### src/inc/ubk_pkg.sv
// Constants and types shared by the user break unit.
// Assumes byte addresses on the register bus, one aligned 32-bit word per register.
package ubk_pkg;
  localparam int AW = 32;
  localparam int DW = 32;
  localparam int IDW = 8;
  localparam int BAW = 6;
  localparam int BEW = 4;
  // Register byte offsets.
  localparam logic [5:0] OFS_ADDR_A = 6'h00;
  localparam logic [5:0] OFS_SPACE_A = 6'h04;
  localparam logic [5:0] OFS_AMASK_A = 6'h08;
  localparam logic [5:0] OFS_CYC_A = 6'h0c;
  localparam logic [5:0] OFS_ADDR_B = 6'h10;
  localparam logic [5:0] OFS_SPACE_B = 6'h14;
  localparam logic [5:0] OFS_AMASK_B = 6'h18;
  localparam logic [5:0] OFS_CYC_B = 6'h1c;
  localparam logic [5:0] OFS_DATA_B = 6'h20;
  localparam logic [5:0] OFS_DMASK_B = 6'h24;
  localparam logic [5:0] OFS_CONTROL = 6'h28;
  // Control register bit positions.
  localparam int CTL_FLAG_A = 15;
  localparam int CTL_FLAG_B = 14;
  localparam int CTL_AFTER_A = 10;
  localparam int CTL_DCMP = 7;
  localparam int CTL_AFTER_B = 6;
  localparam int CTL_SEQ = 3;
  localparam int CTL_W = 16;
  localparam logic [15:0] CTL_RST = 16'h0000;
  localparam logic [31:0] REG_RST = 32'h00000000;
  // Bus-cycle select fields.
  localparam int CS_SZ = 0;
  localparam int CS_RW = 2;
  localparam int CS_FD = 4;
  localparam int CS_W = 6;
  localparam logic [1:0] SZ_NONE = 2'h0;
  localparam logic [1:0] SZ_BYTE = 2'h1;
  localparam logic [1:0] SZ_WORD = 2'h2;
  localparam logic [1:0] SZ_LONG = 2'h3;
  // Address mask register: two-bit code and an ID-ignore bit.
  localparam int AM_ID_IGN = 2;
  localparam int AM_W = 3;
  localparam logic [1:0] AM_NONE = 2'h0;
  localparam logic [1:0] AM_LOW10 = 2'h1;
  localparam logic [1:0] AM_LOW12 = 2'h2;
  localparam logic [31:0] MASK_LOW10 = 32'h000003ff;
  localparam logic [31:0] MASK_LOW12 = 32'h00000fff;
  localparam logic [31:0] MASK_ALL = 32'hffffffff;
  localparam logic [31:0] MASK_HALF = 32'h0000ffff;
  typedef enum logic [1:0] {
    UBK_IDLE = 2'b00,
    UBK_NEXT = 2'b01,
    UBK_SLOT = 2'b10,
    UBK_TARGET = 2'b11
  } ubk_trap_st_t;
endpackage

### src/rtl/ubk_user_break.sv
// User break unit: two breakpoint channels on the core's fetch and data cycles.
// Assumes the core shows each confirmed instruction issue and each data cycle on
// sys_clk_i, and cancels the issued instruction when brk_trap_o rises one edge later.
//
// Contract
// - Match address and ID under channel masks.
// - Cycle select 00 never breaks.
// - Match flags stick until written zero.
// - Sequential: B breaks only after earlier A.
// - Sequential: B before or with A ignored.
// - Sequential: only flag B gets set.
// - Fetch channel; after-select picks trap timing.
// - Fetch breaks resolved per instruction address.
// - Before-break only on confirmed executing instruction.
// - Exception first; break on re-execution.
// - Delay slot before-break traps before branch.
// - After-break: trap before next; branch target.
// - Fetch on channel B ignores break data.
// - Operand size field selects compared address bits.
// - Data enable: address and data must match.
// - Before-break saves instruction or branch address.
// - After-break saves next or branch address.
// - Data address break traps before next.
// - Data value break saves next issued address.
// - Control clears at power-on and manual reset.
// - Data mask one excludes that bit.
`timescale 1ns/100ps
module ubk_user_break
  import ubk_pkg::*;
#(
  parameter int ASID_W = ubk_pkg::IDW
) (
  // Clock and reset.
  input wire logic sys_clk_i,
  input wire logic nrst_i,
  input wire logic manual_rst_i,
  // Register bus, Avalon-MM slave.
  input wire logic [ubk_pkg::BAW-1:0] avs_address_i,
  input wire logic avs_read_i,
  input wire logic avs_write_i,
  input wire logic [ubk_pkg::DW-1:0] avs_writedata_i,
  input wire logic [ubk_pkg::BEW-1:0] avs_byteenable_i,
  output logic [ubk_pkg::DW-1:0] avs_readdata_o,
  output logic avs_waitrequest_o,
  // Confirmed instruction issue from the core.
  input wire logic issue_valid_i,
  input wire logic issue_excp_i,
  input wire logic [ubk_pkg::AW-1:0] issue_addr_i,
  input wire logic [ASID_W-1:0] issue_asid_i,
  input wire logic issue_is_dbranch_i,
  input wire logic issue_in_slot_i,
  input wire logic [ubk_pkg::AW-1:0] issue_branch_addr_i,
  // Data access cycles.
  input wire logic dacc_valid_i,
  input wire logic dacc_write_i,
  input wire logic [1:0] dacc_size_i,
  input wire logic [ubk_pkg::AW-1:0] dacc_addr_i,
  input wire logic [ASID_W-1:0] dacc_asid_i,
  input wire logic [ubk_pkg::DW-1:0] dacc_data_i,
  // Trap request to the core.
  output logic brk_trap_o,
  output logic [ubk_pkg::AW-1:0] brk_saved_pc_o
);
  import ubk_pkg::*;

  localparam int CH_A = 0;
  localparam int CH_B = 1;

  ////////////////////////////////////////////////////////////////////////////
  // Helpers.

  function automatic logic [31:0] be_merge(
    input logic [31:0] old_v,
    input logic [31:0] new_v,
    input logic [3:0] be
  );
    logic [31:0] res;
    res = old_v;
    for (int i = 0; i < 4; i++) begin
      if (be[i]) begin
        res[i*8 +: 8] = new_v[i*8 +: 8];
      end
    end
    return res;
  endfunction

  function automatic logic [31:0] amask_of(input logic [1:0] code);
    logic [31:0] m;
    case (code)
      AM_NONE: m = REG_RST;
      AM_LOW10: m = MASK_LOW10;
      AM_LOW12: m = MASK_LOW12;
      default: m = MASK_ALL;
    endcase
    return m;
  endfunction

  // Low address bits ignored for an operand size.
  function automatic logic [31:0] size_mask(input logic [1:0] sz);
    logic [31:0] m;
    case (sz)
      SZ_WORD: m = 32'h00000001;
      SZ_LONG: m = 32'h00000003;
      default: m = REG_RST;
    endcase
    return m;
  endfunction

  function automatic logic addr_eq(
    input logic [31:0] a,
    input logic [31:0] ref_a,
    input logic [31:0] ign
  );
    return ((a ^ ref_a) & ~ign) == REG_RST;
  endfunction

  ////////////////////////////////////////////////////////////////////////////
  // Register bus handshake.

  logic wait_r;
  logic wr_go;
  logic rd_go;
  logic [31:0] rd_val;
  logic [31:0] wmerge_old;
  logic [31:0] wmerge;

  // One wait cycle per access; the write lands when waitrequest is seen low.
  assign wr_go = avs_write_i & ~wait_r;
  assign rd_go = avs_read_i & wait_r;

  always_ff @(posedge sys_clk_i or negedge nrst_i) begin
    if (!nrst_i) begin
      wait_r <= 1'b1;
    end else begin
      wait_r <= ~((avs_read_i | avs_write_i) & wait_r);
    end
  end

  always_ff @(posedge sys_clk_i or negedge nrst_i) begin
    if (!nrst_i) begin
      avs_readdata_o <= REG_RST;
    end else if (rd_go) begin
      avs_readdata_o <= rd_val;
    end
  end

  assign avs_waitrequest_o = wait_r;

  ////////////////////////////////////////////////////////////////////////////
  // Configuration registers.

  logic [31:0] brk_addr_r [2];
  logic [ASID_W-1:0] brk_space_id_r [2];
  logic [AM_W-1:0] brk_addr_mask_r [2];
  logic [CS_W-1:0] brk_cycle_sel_r [2];
  logic [31:0] brk_data_b_r;
  logic [31:0] brk_data_mask_b_r;
  logic match_flag_a_r;
  logic match_flag_b_r;
  logic after_exec_sel_a_r;
  logic after_exec_sel_b_r;
  logic data_cmp_enable_r;
  logic sequential_sel_r;
  logic [CTL_W-1:0] ctl_rd;

  always_comb begin
    ctl_rd = CTL_RST;
    ctl_rd[CTL_FLAG_A] = match_flag_a_r;
    ctl_rd[CTL_FLAG_B] = match_flag_b_r;
    ctl_rd[CTL_AFTER_A] = after_exec_sel_a_r;
    ctl_rd[CTL_DCMP] = data_cmp_enable_r;
    ctl_rd[CTL_AFTER_B] = after_exec_sel_b_r;
    ctl_rd[CTL_SEQ] = sequential_sel_r;
  end

  always_comb begin
    case (avs_address_i)
      OFS_ADDR_A: rd_val = brk_addr_r[CH_A];
      OFS_SPACE_A: rd_val = 32'(brk_space_id_r[CH_A]);
      OFS_AMASK_A: rd_val = 32'(brk_addr_mask_r[CH_A]);
      OFS_CYC_A: rd_val = 32'(brk_cycle_sel_r[CH_A]);
      OFS_ADDR_B: rd_val = brk_addr_r[CH_B];
      OFS_SPACE_B: rd_val = 32'(brk_space_id_r[CH_B]);
      OFS_AMASK_B: rd_val = 32'(brk_addr_mask_r[CH_B]);
      OFS_CYC_B: rd_val = 32'(brk_cycle_sel_r[CH_B]);
      OFS_DATA_B: rd_val = brk_data_b_r;
      OFS_DMASK_B: rd_val = brk_data_mask_b_r;
      OFS_CONTROL: rd_val = 32'(ctl_rd);
      default: rd_val = REG_RST;
    endcase
  end

  // Old value of the addressed register, so byte enables keep untouched lanes.
  assign wmerge_old = rd_val;
  assign wmerge = be_merge(wmerge_old, avs_writedata_i, avs_byteenable_i);

  // Channel registers keep their value across a manual reset.
  always_ff @(posedge sys_clk_i or negedge nrst_i) begin
    if (!nrst_i) begin
      for (int c = 0; c < 2; c++) begin
        brk_addr_r[c] <= REG_RST;
        brk_space_id_r[c] <= '0;
        brk_addr_mask_r[c] <= '0;
        brk_cycle_sel_r[c] <= '0;
      end
    end else if (wr_go) begin
      case (avs_address_i)
        OFS_ADDR_A: brk_addr_r[CH_A] <= wmerge;
        OFS_SPACE_A: brk_space_id_r[CH_A] <= wmerge[ASID_W-1:0];
        OFS_AMASK_A: brk_addr_mask_r[CH_A] <= wmerge[AM_W-1:0];
        OFS_CYC_A: brk_cycle_sel_r[CH_A] <= wmerge[CS_W-1:0];
        OFS_ADDR_B: brk_addr_r[CH_B] <= wmerge;
        OFS_SPACE_B: brk_space_id_r[CH_B] <= wmerge[ASID_W-1:0];
        OFS_AMASK_B: brk_addr_mask_r[CH_B] <= wmerge[AM_W-1:0];
        OFS_CYC_B: brk_cycle_sel_r[CH_B] <= wmerge[CS_W-1:0];
        default: begin
        end
      endcase
    end
  end

  always_ff @(posedge sys_clk_i or negedge nrst_i) begin
    if (!nrst_i) begin
      brk_data_b_r <= REG_RST;
      brk_data_mask_b_r <= REG_RST;
    end else if (wr_go && avs_address_i == OFS_DATA_B) begin
      brk_data_b_r <= wmerge;
    end else if (wr_go && avs_address_i == OFS_DMASK_B) begin
      brk_data_mask_b_r <= wmerge;
    end
  end

  ////////////////////////////////////////////////////////////////////////////
  // Channel comparators.

  logic [1:0] f_hit;
  logic [1:0] d_hit;
  logic [1:0] hit;
  logic [31:0] lanes;
  logic data_ok;

  // Byte and word accesses compare only the low half of the data.
  assign lanes = (dacc_size_i == SZ_LONG) ? MASK_ALL : MASK_HALF;
  // A set mask bit drops that data bit from the comparison.
  assign data_ok = ((dacc_data_i ^ brk_data_b_r) & ~brk_data_mask_b_r & lanes) == REG_RST;

  for (genvar c = 0; c < 2; c++) begin : g_ch
    logic [1:0] fd;
    logic [1:0] rw;
    logic [1:0] sz;
    logic [31:0] am;
    logic id_ign;
    logic f_id;
    logic d_id;
    logic d_rw;
    logic [1:0] eff_sz;
    logic d_val;

    assign fd = brk_cycle_sel_r[c][CS_FD +: 2];
    assign rw = brk_cycle_sel_r[c][CS_RW +: 2];
    assign sz = brk_cycle_sel_r[c][CS_SZ +: 2];
    assign am = amask_of(brk_addr_mask_r[c][1:0]);
    assign id_ign = brk_addr_mask_r[c][AM_ID_IGN];
    assign f_id = id_ign | (issue_asid_i == brk_space_id_r[c]);
    assign d_id = id_ign | (dacc_asid_i == brk_space_id_r[c]);

    // Fetch side is checked per issued instruction, never on the fetch pair,
    // so overrun fetches and faulting fetches are never seen.
    // A zero fetch/data or read/write field can never match.
    assign f_hit[c] = fd[0] & rw[0] & issue_valid_i & ~issue_excp_i & f_id
      & addr_eq(issue_addr_i, brk_addr_r[c], am);

    // Size field 00 follows the access; otherwise the access must be that size.
    assign eff_sz = (sz == SZ_NONE) ? dacc_size_i : sz;
    assign d_rw = dacc_write_i ? rw[1] : rw[0];
    // Only channel B takes the data comparison, and only on data cycles.
    assign d_val = (c != CH_B) | ~data_cmp_enable_r | data_ok;
    assign d_hit[c] = fd[1] & d_rw & dacc_valid_i & d_id & d_val
      & ((sz == SZ_NONE) | (sz == dacc_size_i))
      & addr_eq(dacc_addr_i, brk_addr_r[c], am | size_mask(eff_sz));

    assign hit[c] = f_hit[c] | d_hit[c];
  end

  ////////////////////////////////////////////////////////////////////////////
  // Sequencing and match flags.

  logic armed_r;
  logic go_a;
  logic go_b;
  logic set_a;
  logic set_b;
  logic ctl_wr;

  // Channel A arms the pair; B counts only on a later cycle.
  assign go_a = ~sequential_sel_r;
  assign go_b = ~sequential_sel_r | armed_r;
  // In sequential mode flag A stays untouched.
  assign set_a = hit[CH_A] & go_a;
  assign set_b = hit[CH_B] & go_b;

  always_ff @(posedge sys_clk_i or negedge nrst_i) begin
    if (!nrst_i) begin
      armed_r <= 1'b0;
    end else if (!sequential_sel_r || manual_rst_i) begin
      armed_r <= 1'b0;
    end else if (set_b) begin
      armed_r <= 1'b0;
    end else if (hit[CH_A]) begin
      armed_r <= 1'b1;
    end
  end

  assign ctl_wr = wr_go & (avs_address_i == OFS_CONTROL);

  always_ff @(posedge sys_clk_i or negedge nrst_i) begin
    if (!nrst_i) begin
      match_flag_a_r <= CTL_RST[CTL_FLAG_A];
      match_flag_b_r <= CTL_RST[CTL_FLAG_B];
      after_exec_sel_a_r <= CTL_RST[CTL_AFTER_A];
      after_exec_sel_b_r <= CTL_RST[CTL_AFTER_B];
      data_cmp_enable_r <= CTL_RST[CTL_DCMP];
      sequential_sel_r <= CTL_RST[CTL_SEQ];
    end else if (manual_rst_i) begin
      match_flag_a_r <= CTL_RST[CTL_FLAG_A];
      match_flag_b_r <= CTL_RST[CTL_FLAG_B];
      after_exec_sel_a_r <= CTL_RST[CTL_AFTER_A];
      after_exec_sel_b_r <= CTL_RST[CTL_AFTER_B];
      data_cmp_enable_r <= CTL_RST[CTL_DCMP];
      sequential_sel_r <= CTL_RST[CTL_SEQ];
    end else begin
      // A match in the clearing cycle keeps the flag set.
      match_flag_a_r <= set_a | (ctl_wr ? wmerge[CTL_FLAG_A] : match_flag_a_r);
      match_flag_b_r <= set_b | (ctl_wr ? wmerge[CTL_FLAG_B] : match_flag_b_r);
      if (ctl_wr) begin
        after_exec_sel_a_r <= wmerge[CTL_AFTER_A];
        after_exec_sel_b_r <= wmerge[CTL_AFTER_B];
        data_cmp_enable_r <= wmerge[CTL_DCMP];
        sequential_sel_r <= wmerge[CTL_SEQ];
      end
    end
  end

  ////////////////////////////////////////////////////////////////////////////
  // Trap timing.

  ubk_trap_st_t st_r;
  ubk_trap_st_t st_nxt;
  logic [31:0] held_pc_r;
  logic [31:0] held_pc_nxt;
  logic trap_nxt;
  logic [31:0] pc_nxt;
  logic bfr_hit;
  logic aft_hit;
  logic dat_hit;
  logic issue_ok;

  assign issue_ok = issue_valid_i & ~issue_excp_i;
  // Before-execution wins when both channels hit one instruction.
  assign bfr_hit = (f_hit[CH_A] & ~after_exec_sel_a_r & go_a)
    | (f_hit[CH_B] & ~after_exec_sel_b_r & go_b);
  assign aft_hit = (f_hit[CH_A] & after_exec_sel_a_r & go_a)
    | (f_hit[CH_B] & after_exec_sel_b_r & go_b);
  assign dat_hit = (d_hit[CH_A] & go_a) | (d_hit[CH_B] & go_b);

  always_comb begin
    st_nxt = st_r;
    held_pc_nxt = held_pc_r;
    trap_nxt = 1'b0;
    pc_nxt = brk_saved_pc_o;
    if (bfr_hit) begin
      // Slot instruction traps ahead of its branch.
      trap_nxt = 1'b1;
      pc_nxt = issue_in_slot_i ? issue_branch_addr_i : issue_addr_i;
      st_nxt = UBK_IDLE;
    end else begin
      case (st_r)
        UBK_IDLE: begin
        end
        UBK_NEXT: begin
          if (issue_ok) begin
            // Trap before the next instruction and save its address.
            trap_nxt = 1'b1;
            pc_nxt = issue_addr_i;
            st_nxt = UBK_IDLE;
          end
        end
        UBK_SLOT: begin
          if (issue_ok) begin
            st_nxt = UBK_TARGET;
          end
        end
        UBK_TARGET: begin
          if (issue_ok) begin
            // Branch target is held off; the branch address is saved.
            trap_nxt = 1'b1;
            pc_nxt = held_pc_r;
            st_nxt = UBK_IDLE;
          end
        end
        default: begin
          st_nxt = UBK_IDLE;
        end
      endcase
      if (!trap_nxt && aft_hit) begin
        if (issue_is_dbranch_i) begin
          st_nxt = UBK_SLOT;
          held_pc_nxt = issue_addr_i;
        end else begin
          st_nxt = UBK_NEXT;
        end
      end else if (!trap_nxt && dat_hit && st_nxt == UBK_IDLE) begin
        st_nxt = UBK_NEXT;
      end
    end
  end

  always_ff @(posedge sys_clk_i or negedge nrst_i) begin
    if (!nrst_i) begin
      st_r <= UBK_IDLE;
      held_pc_r <= REG_RST;
    end else if (manual_rst_i) begin
      st_r <= UBK_IDLE;
      held_pc_r <= REG_RST;
    end else begin
      st_r <= st_nxt;
      held_pc_r <= held_pc_nxt;
    end
  end

  always_ff @(posedge sys_clk_i or negedge nrst_i) begin
    if (!nrst_i) begin
      brk_trap_o <= 1'b0;
      brk_saved_pc_o <= REG_RST;
    end else begin
      brk_trap_o <= trap_nxt & ~manual_rst_i;
      // A suppressed trap leaves the saved address untouched.
      if (!manual_rst_i) begin
        brk_saved_pc_o <= pc_nxt;
      end
    end
  end

endmodule

### config.mk
export PLATFORM = sky130hd
export DESIGN_NAME = ubk_user_break
export DESIGN_NICKNAME = d
export VERILOG_FILES = /design/src/inc/ubk_pkg.sv /design/src/rtl/ubk_user_break.sv
export SDC_FILE = /design/constraint.sdc
export NUM_CORES = 1
export LEC_CHECK = 0
export BUFFER_PORTS_ARGS = -buffer_cell sky130_fd_sc_hd__buf_2
export CAP_MARGIN = 5
export CORE_AREA = 2 2 211 213
export DETAILED_ROUTE_END_ITERATION = 12
export DIE_AREA = 0 0 213 215
export REMOVE_ABC_BUFFERS = 1
export SYNTH_ARGS = -nofsm -noshare
export SYNTH_HDL_FRONTEND = slang
export SYNTH_SLANG_ARGS = --single-unit
### constraint.sdc
create_clock -name sys_clk_i -period 5.12 [get_ports sys_clk_i]
set_clock_uncertainty 0.2 [all_clocks]
set_input_delay 0.256 -clock sys_clk_i [delete_from_list [all_inputs] [get_ports sys_clk_i]]
set_output_delay 0.256 -clock sys_clk_i [all_outputs]
set_load 0.01 [all_outputs]
==> results of run 1 <==
-- cell usage after synthesis, drive strengths merged (2+ instances only) --
cell / number
or3: 2
and3: 4
mux2i: 96
nand4: 20
a41oi: 3
mux2: 36
o32ai: 31
o21ai: 172
a21oi: 50
nand2: 271
nor4b: 3
a221oi: 6
nor2b: 4
o2111ai: 2
xor2: 76
inv: 78
nand3: 11
o22ai: 16
or4: 2
a22oi: 62
a222oi: 4
dfrtp: 268
xnor2: 116
nor3: 74
clkbuf: 70
and2: 2
nor2: 20
o21a: 33
a22o: 7
nor4: 26
nand2b: 4
a2111oi: 3
or4b: 2
a31oi: 2
nor3b: 2
buf: 28
o311ai: 3
-- critical path: cells and delay by family (launching register included) --
family / cells / cell delay (ns)
AOI/OAI and AO/OA: 3 / 1.69
buffers and inverters: 1 / 0.29
and+or+nand+nor: 3 / 0.67
muxes: 1 / 0.11
DFF: 1 / 0.48
xor gates and xnor gates: 1 / 0.22
-- placed cells by master (no fill, tap or decap), types with 22 or more instances in the layout --
master and count:
nor4_1 24, buf_2 263, dlygate4sd3_1 92, a21oi_1 49, dfrtp_1 268, nor3_1 72
a22oi_1 61, nand2_1 271, buf_4 22, clkbuf_16 30, mux2i_1 96, inv_1 77
xor2_1 76, o21a_1 33, xnor2_1 116, o32ai_1 31, mux2_2 36, o21ai_0 171
-- registers in the layout (all words and copies together), names as in the netlist, 2 cells and up --
signal / flops
avs_readdata_o: 32
brk_cycle_sel_r: 12
brk_space_id_r: 16
brk_data_mask_b_r: 32
brk_addr_r: 64
st_r: 2
brk_addr_mask_r: 6
brk_data_b_r: 32
held_pc_r: 32
brk_saved_pc_o: 32
-- metrics by stage --
stage	utilization, %	power, uW	cells
floorplan	-	2570	1527
global placement	39.0	2890	2407
detailed placement	39.0	2900	2407
CTS	43.5	5300	2549
global route	43.5	5440	2550
finish	43.5	5260	2550
-- layer usage --
metal | share of wire [%] | GRT usage (%) | vias to the layer above
met1 | 45 | 33.8 | 6774
met4 | 3.4 | 8.39 | 8
met3 | 6.1 | 3.14 | 94
met5 | 0.085 | 0 | -
li1 | - | - | 6377
met2 | 45 | 37.1 | 497
-- worst paths after layout --
kind                                          from  cells after the start                 end  slack [ns]
worst max-delay path                brk_addr_r[41]                      9  brk_saved_pc_o[31]        1.28
worst min-delay path            avs_writedata_i[5]                      3  brk_cycle_sel_r[5]        0.05
worst max register to register      brk_addr_r[41]                      9  brk_saved_pc_o[31]        1.28
worst min register to register  avs_readdata_o[10]                      1  avs_readdata_o[10]        0.28
max in group asynchronous                   nrst_i                      3   brk_saved_pc_o[7]        3.20
min in group asynchronous                   nrst_i                      2  avs_readdata_o[17]        0.11
-- cell type report --
cell class                 instances  share of cell area, %
inverter                          78                   1.54
antenna                            1                 0.0132
sequential                       269                   35.4
clock inverter                    12                   1.05
tap                              592                   3.90
clock buffer                      38                   4.43
multi-input combinational       1180                   40.7
timing repair buffer             380                   12.9
-- power groups by stage --
stage               Sequential [uW]  Combinational [uW]  Clock, uW
global route                   2300                 691       2440
finish                         2300                 628       2340
detailed placement             2330                 569          0
global placement               2330                 564          0
floorplan                      2300                 268          0
CTS                            2290                 628       2370
-- cell families after synthesis --
logic type	after synthesis
xor gates and xnor gates	192
DFF	269
muxes	132
and+or+nand+nor	450
buffers and inverters	176
AOI/OAI and AO/OA	406
==> impl_metrics.json, run 1 <==
{
  "post-place-ws_ns": 1.40,
  "synthXorXnorAreaFrac_pct": 11.1,
  "drt_iter0_drc": 1131,
  "pwr-share-clk_pct": 44.4,
  "ys_ff_latch": 269,
  "tritoncts": "built",
  "stdcell_area_mm2": 0.0190,
  "gp_congestion": 0.937,
  "antenna_found_initial": 5,
  "pwr-share-seq_pct": 43.6,
  "numCtsBuffers": 30,
  "syn_to_final_growth_pct": 25.5,
  "drive_gt1_share_pct": 19.9,
  "grt_pass1_wl_um": 83700,
  "route.detailed.drc": 0,
  "ir_worst_vdd_uv": 242,
  "maxCapViolCount": 0,
  "path_clk_slew_ns": 0.06,
  "h-tree-depth": 1,
  "postCtsSetupBuffers": 0,
  "net-switching-power_uw": 1390,
  "yosys-top-cells-area": "dfrtp_1 (44%), nand2_1 (6.7%), xnor2_1 (6.7%)",
  "synth_cells": 1625,
  "holdWs_ns": 0.0453,
  "crit_type": "flip-flop to flip-flop",
  "holdBufCountCts": 92,
  "syn_area_per_cell_um2": 9.31,
  "p_per_area_mw_per_mm2": 277,
  "combPwrFrac_pct": 11.9,
  "slowest_stage": "a22o_2",
  "worstMarginPinSlew_ns": 1.15,
  "dieArea_mm2": 0.0458,
  "yosys_warnings": 0,
  "initial_core_util_pct": 34.7,
  "rsz0062_at_grt": "no",
  "grt_max_degree": 116,
  "insertion_delay_ns": 0.59,
  "dpl_cell_area_mm2": 0.0170,
  "post_cts_resized": 0,
  "cts_buffer_depth": 3,
  "chipWidth_um": 213,
  "fin_setup_tns_ns": 0,
  "hold_class": "primary input to flip-flop",
  "synth_area_leader_cell": "dfrtp_1",
  "synth_fa_ha_area_share_pct": 0,
  "portBuffers": 264,
  "synth_compound_area_share_pct": 17.1,
  "setup_viol": 0,
  "leakage_uw": 0.00852,
  "p_int_uw": 3870,
  "dp_hpwl_um": 39100,
  "critPathRequiredTime_ns": 5.40,
  "grtUsageTotal_pct": 23.8,
  "fin_ws_ns": 1.28,
  "viasPerCell": 5.39,
  "synth_edf_count": 0,
  "fin_crit_ns": 3.84,
  "maxSlewViolCount": 0,
  "run_status": "finished clean",
  "crit_fanout": 38,
  "seqCellArea_mm2": 0.00673,
  "start_kind": "flip-flop",
  "multi_input_area_mm2": 0.00773,
  "fmax_mhz": 260,
  "finalCritPeriodShare_pct": 75.1,
  "yosys.area_share.simple_pct": 13.4,
  "dr_total_vias": 13800,
  "final_nets": 2138,
  "dr.pass1.iters": 5,
  "cts-root-buf": "clkbuf_16",
  "ys_seq_area_share_pct": 44.5,
  "relSlewSlack_pct": 21.4,
  "pin_count": 265,
  "grt_pass1_vias": 13700,
  "synth_cell_types": 64,
  "wl_per_cell_um": 21.7,
  "synth_top_family_by_area": "compound AO/OA/AOI/OAI gates",
  "core_mm2": 0.0436,
  "synth_mux_area_share_pct": 9.03,
  "yosys_most_used_dff": "dfrtp_1",
  "fillers": 4209,
  "path_cells": "xnor2_1 > nand4_1 > nor4_1 > nor3_1 > a2111oi_4 > a22o_2 > buf_12 > mux2i_1 > o32ai_1",
  "grt-ovfl-total": 0,
  "routed_wl_um": 55300,
  "ant_nets": 0,
  "hold_viol_final": 0,
  "ys_async_sr_fraction_pct": 100,
  "clock-sinks": 269,
  "max_stage_delay_ns": 0.91,
  "cp-end-kind": "flip-flop",
  "synth.top_cell.area_share_pct": 44.3,
  "worstPathArrival_ns": 4.13,
  "die_h_um": 215,
  "netlist_area_mm2": 0.0151,
  "swShare_pct": 26.5,
  "rows": 77
}
Power figures use the tool's default switching activity.
==> run 2, diff against run 1 <==
Settings changed: ABC_AREA set to 1, CORE_AREA 2 2 211 213 to 2 2 216 218, DIE_AREA 0 0 213 215 to 0 0 218 220.
Clock period 5.12 ns to 3.6 ns, I/O delays scaled along.
==> run 2 against run 1 <==
  * Sequential power rose by 48%
  * Worst hold slack worse by 0.022 ns
  * Critical path type unchanged
  * Utilization shrank 0.23 points
  * Clock power increased by 49%
  * First-iteration DRC count up 42%
  * Cell count is 27% higher
  * Synthesized cell count up 40%
  * Synthesized area up 4.9%
  * Non-clock buffer count rose by 12
  * Sequential cell count did not move
  * Maximum frequency rose by 20%
  * Critical path depth up 3
==> impl_metrics.json, run 2 <==
{
  "combPwrFrac_pct": 15.1,
  "path_cells": "nand2_1 > nand3_1 > nand2_1 > nor2_1 > nand2_1 > nor2_2 > nand4_1 > nand3_1 > nand2_2 > inv_2 > nand2_1 > nand2_1",
  "ys_ff_latch": 269,
  "fin_ws_ns": 0.398,
  "synth.most_common_cell": "nand2_1",
  "slowest_stage": "nand2_1",
  "tritoncts": "built",
  "setup_viol": 0,
  "clock-sinks": 269,
  "crit_buf_inv": 1,
  "fin_setup_tns_ns": 0,
  "post_cts_resized": 0,
  "cts_buffer_depth": 3,
  "yosys_warnings": 0,
  "fillers": 4756,
  "seqCellArea_mm2": 0.00673,
  "p_total_uw": 8100,
  "grtUsageTotal_pct": 24.4,
  "insertion_delay_ns": 0.55,
  "crit_fanout": 33,
  "fin_crit_ns": 3.20,
  "dp_hpwl_um": 43500,
  "ys_seq_area_share_pct": 42.4,
  "ant_nets": 0,
  "route.detailed.drc": 0,
  "routed_wl_um": 58900,
  "die_h_um": 220,
  "synth_cells": 2282,
  "core_mm2": 0.0459,
  "cp-end-kind": "flip-flop",
  "viasPerCell": 5.08,
  "crit_type": "flip-flop to flip-flop",
  "pwr-share-clk_pct": 42.9,
  "synth.top_cell.area_share_pct": 42.3,
  "max_stage_delay_ns": 0.50,
  "drt_iter0_drc": 1610,
  "syn_area_per_cell_um2": 6.95,
  "hold_class": "primary input to async pin",
  "dr.pass1.iters": 6,
  "cts-root-buf": "clkbuf_16",
  "rows": 79,
  "synth_cell_types": 40,
  "pin_count": 265,
  "ir_worst_vdd_uv": 236,
  "path_clk_slew_ns": 0.06,
  "dp.cells": 3088,
  "yosys_most_used_dff": "dfrtp_1",
  "fin_util_pct": 43.3,
  "numCtsBuffers": 34,
  "worstPathArrival_ns": 3.48,
  "finalCritPeriodShare_pct": 88.9,
  "leakage_uw": 0.00973,
  "synth_area_leader_cell": "dfrtp_1",
  "chipWidth_um": 218,
  "yosys-top-cells-area": "dfrtp_1 (42%), nand2_1 (19%), o21ai_0 (10%)",
  "post-place-ws_ns": 0.467,
  "maxCapViolCount": 0,
  "syn_to_final_growth_pct": 25.1,
  "worstMarginPinSlew_ns": 1.04,
  "final_cell_mix": "nand2_1 (807), o21ai_0 (318), dfrtp_1 (268), buf_2 (263), inv_1 (182)",
  "rsz0062_at_grt": "no",
  "grt_max_degree": 102,
  "multi_input_area_mm2": 0.00797,
  "grt_pass1_vias": 15400,
  "maxSlewViolCount": 0,
  "synth_edf_count": 0,
  "critPathRequiredTime_ns": 3.88,
  "gp_congestion": 0.916,
  "swShare_pct": 28.4,
  "synth_commonest_cells": "nand2_1 (809), o21ai_0 (318), dfrtp_1 (268)",
  "instances_no_fill": 3241,
  "h-tree-depth": 2,
  "fmax_mhz": 312,
  "grt-ovfl-total": 0,
  "largest_register_ffs": 64,
  "p_int_uw": 5800,
  "netlist_area_mm2": 0.0159,
  "cp_common_cell": "nand2_1",
  "final_nets": 2814,
  "ys_async_sr_fraction_pct": 100,
  "p_per_area_mw_per_mm2": 408,
  "start_kind": "flip-flop",
  "relSlewSlack_pct": 30.7,
  "largest_register": "brk_addr_r",
  "portBuffers": 264,
  "critPathTopFamily": "simple AND/OR/NAND/NOR gates",
  "drive_gt1_share_pct": 14.5,
  "dieArea_mm2": 0.0480,
  "wl_per_cell_um": 18.2,
  "pwr-share-seq_pct": 42.0,
  "dr_total_vias": 16500,
  "net-switching-power_uw": 2300,
  "run_status": "finished clean",
  "initial_core_util_pct": 34.6,
  "final_common_cell": "nand2_1",
  "hold_viol_final": 0,
  "antenna_found_initial": 6,
  "grt_pass1_wl_um": 89500
}
## run 2: cell count changes in the layout (fill, tap and decap cells not counted), moves of 35 or more
cell	delta
nor2_1	+154
xor2_1	-66
mux2_2	-36
nand2_1	+536
a22oi_1	-58
o21ai_1	+35
o21ai_0	+147
inv_1	+105
nand3_1	+157
nor3_1	-65
xnor2_1	-46
mux2i_1	-95
## run 2: final cells by class
| type | instances | share of cell area [%] |
|---|---|---|
| Antenna cell | 1 | 0.0126 |
| Timing Repair Buffer | 392 | 13.0 |
| Clock buffer | 44 | 4.88 |
| Multi-Input combinational cell | 1729 | 40.1 |
| Tap cell | 607 | 3.83 |
| Inverter | 189 | 3.57 |
| Clock inverter | 10 | 0.699 |
| Sequential cell | 269 | 33.9 |
## run 2: worst reg2reg max path: stages (launching register included)
cell and delay, ns:
dfrtp_1 0.44, nand2_1 0.50, nand3_1 0.28, nand2_1 0.07
nor2_1 0.11, nand2_1 0.11, nor2_2 0.20, nand4_1 0.16
nand3_1 0.18, nand2_2 0.19, inv_2 0.48, nand2_1 0.13
nand2_1 0.08
## run 2: per-layer routing
metal | part of all wire [%] | GRT usage, % | wire, um | vias to the layer above
li1 | - | - | - | 8047
met4 | 3.8 | 9.95 | 2220 | 8
met2 | 44 | 37.6 | 26100 | 651
met5 | 0.088 | 0 | 52 | -
met1 | 44 | 33.4 | 26000 | 7636
met3 | 7.7 | 4.82 | 4560 | 117
## run 2: power by group through the flow
stage               Combinational [uW]  Sequential (uW)  Clock (uW)
finish                            1230             3400        3480
global route                      1380             3430        3680
CTS                               1220             3400        3550
detailed placement                1130             3450           0
global placement                  1120             3440           0
floorplan                          630             3400           0
## run 2: final timing paths
path                                    start            endpoint  slack (ns)  cells past startpoint
setup / recovery           brk_addr_mask_r[4]  brk_saved_pc_o[23]        0.40                     12
hold / removal                         nrst_i   brk_space_id_r[0]        0.02                      2
setup reg to reg           brk_addr_mask_r[4]  brk_saved_pc_o[23]        0.40                     12
hold reg to reg                 held_pc_r[10]       held_pc_r[10]        0.26                      2
max in group asynchronous              nrst_i  avs_readdata_o[30]        2.14                      3
min in group sys_clk_i     avs_writedata_i[0]   brk_space_id_r[8]        0.03                      3
## run 2: kinds of logic after synthesis
group / after synthesis / synth area share, %
xor gates and xnor gates: 80 / 4.42
AOI/OAI and AO/OA: 444 / 15.0
muxes: 1 / 0.0631
DFF: 269 / 42.4
and+or+nand+nor: 1204 / 30.7
buffers and inverters: 284 / 7.40
## run 2: timing repair
action,in CTS,in global routing
setup buffers,0,0
hold buffers,98,0
endpoints found under the hold margin,302,0
## run 2: stage by stage
stage               hold WS (ns)  instance area [um2]
global placement          0.0975                17800
global route              0.0316                19900
detailed placement        0.0960                17800
CTS                      0.00256                19900
finish                    0.0229                19900
floorplan                 -0.316                15400
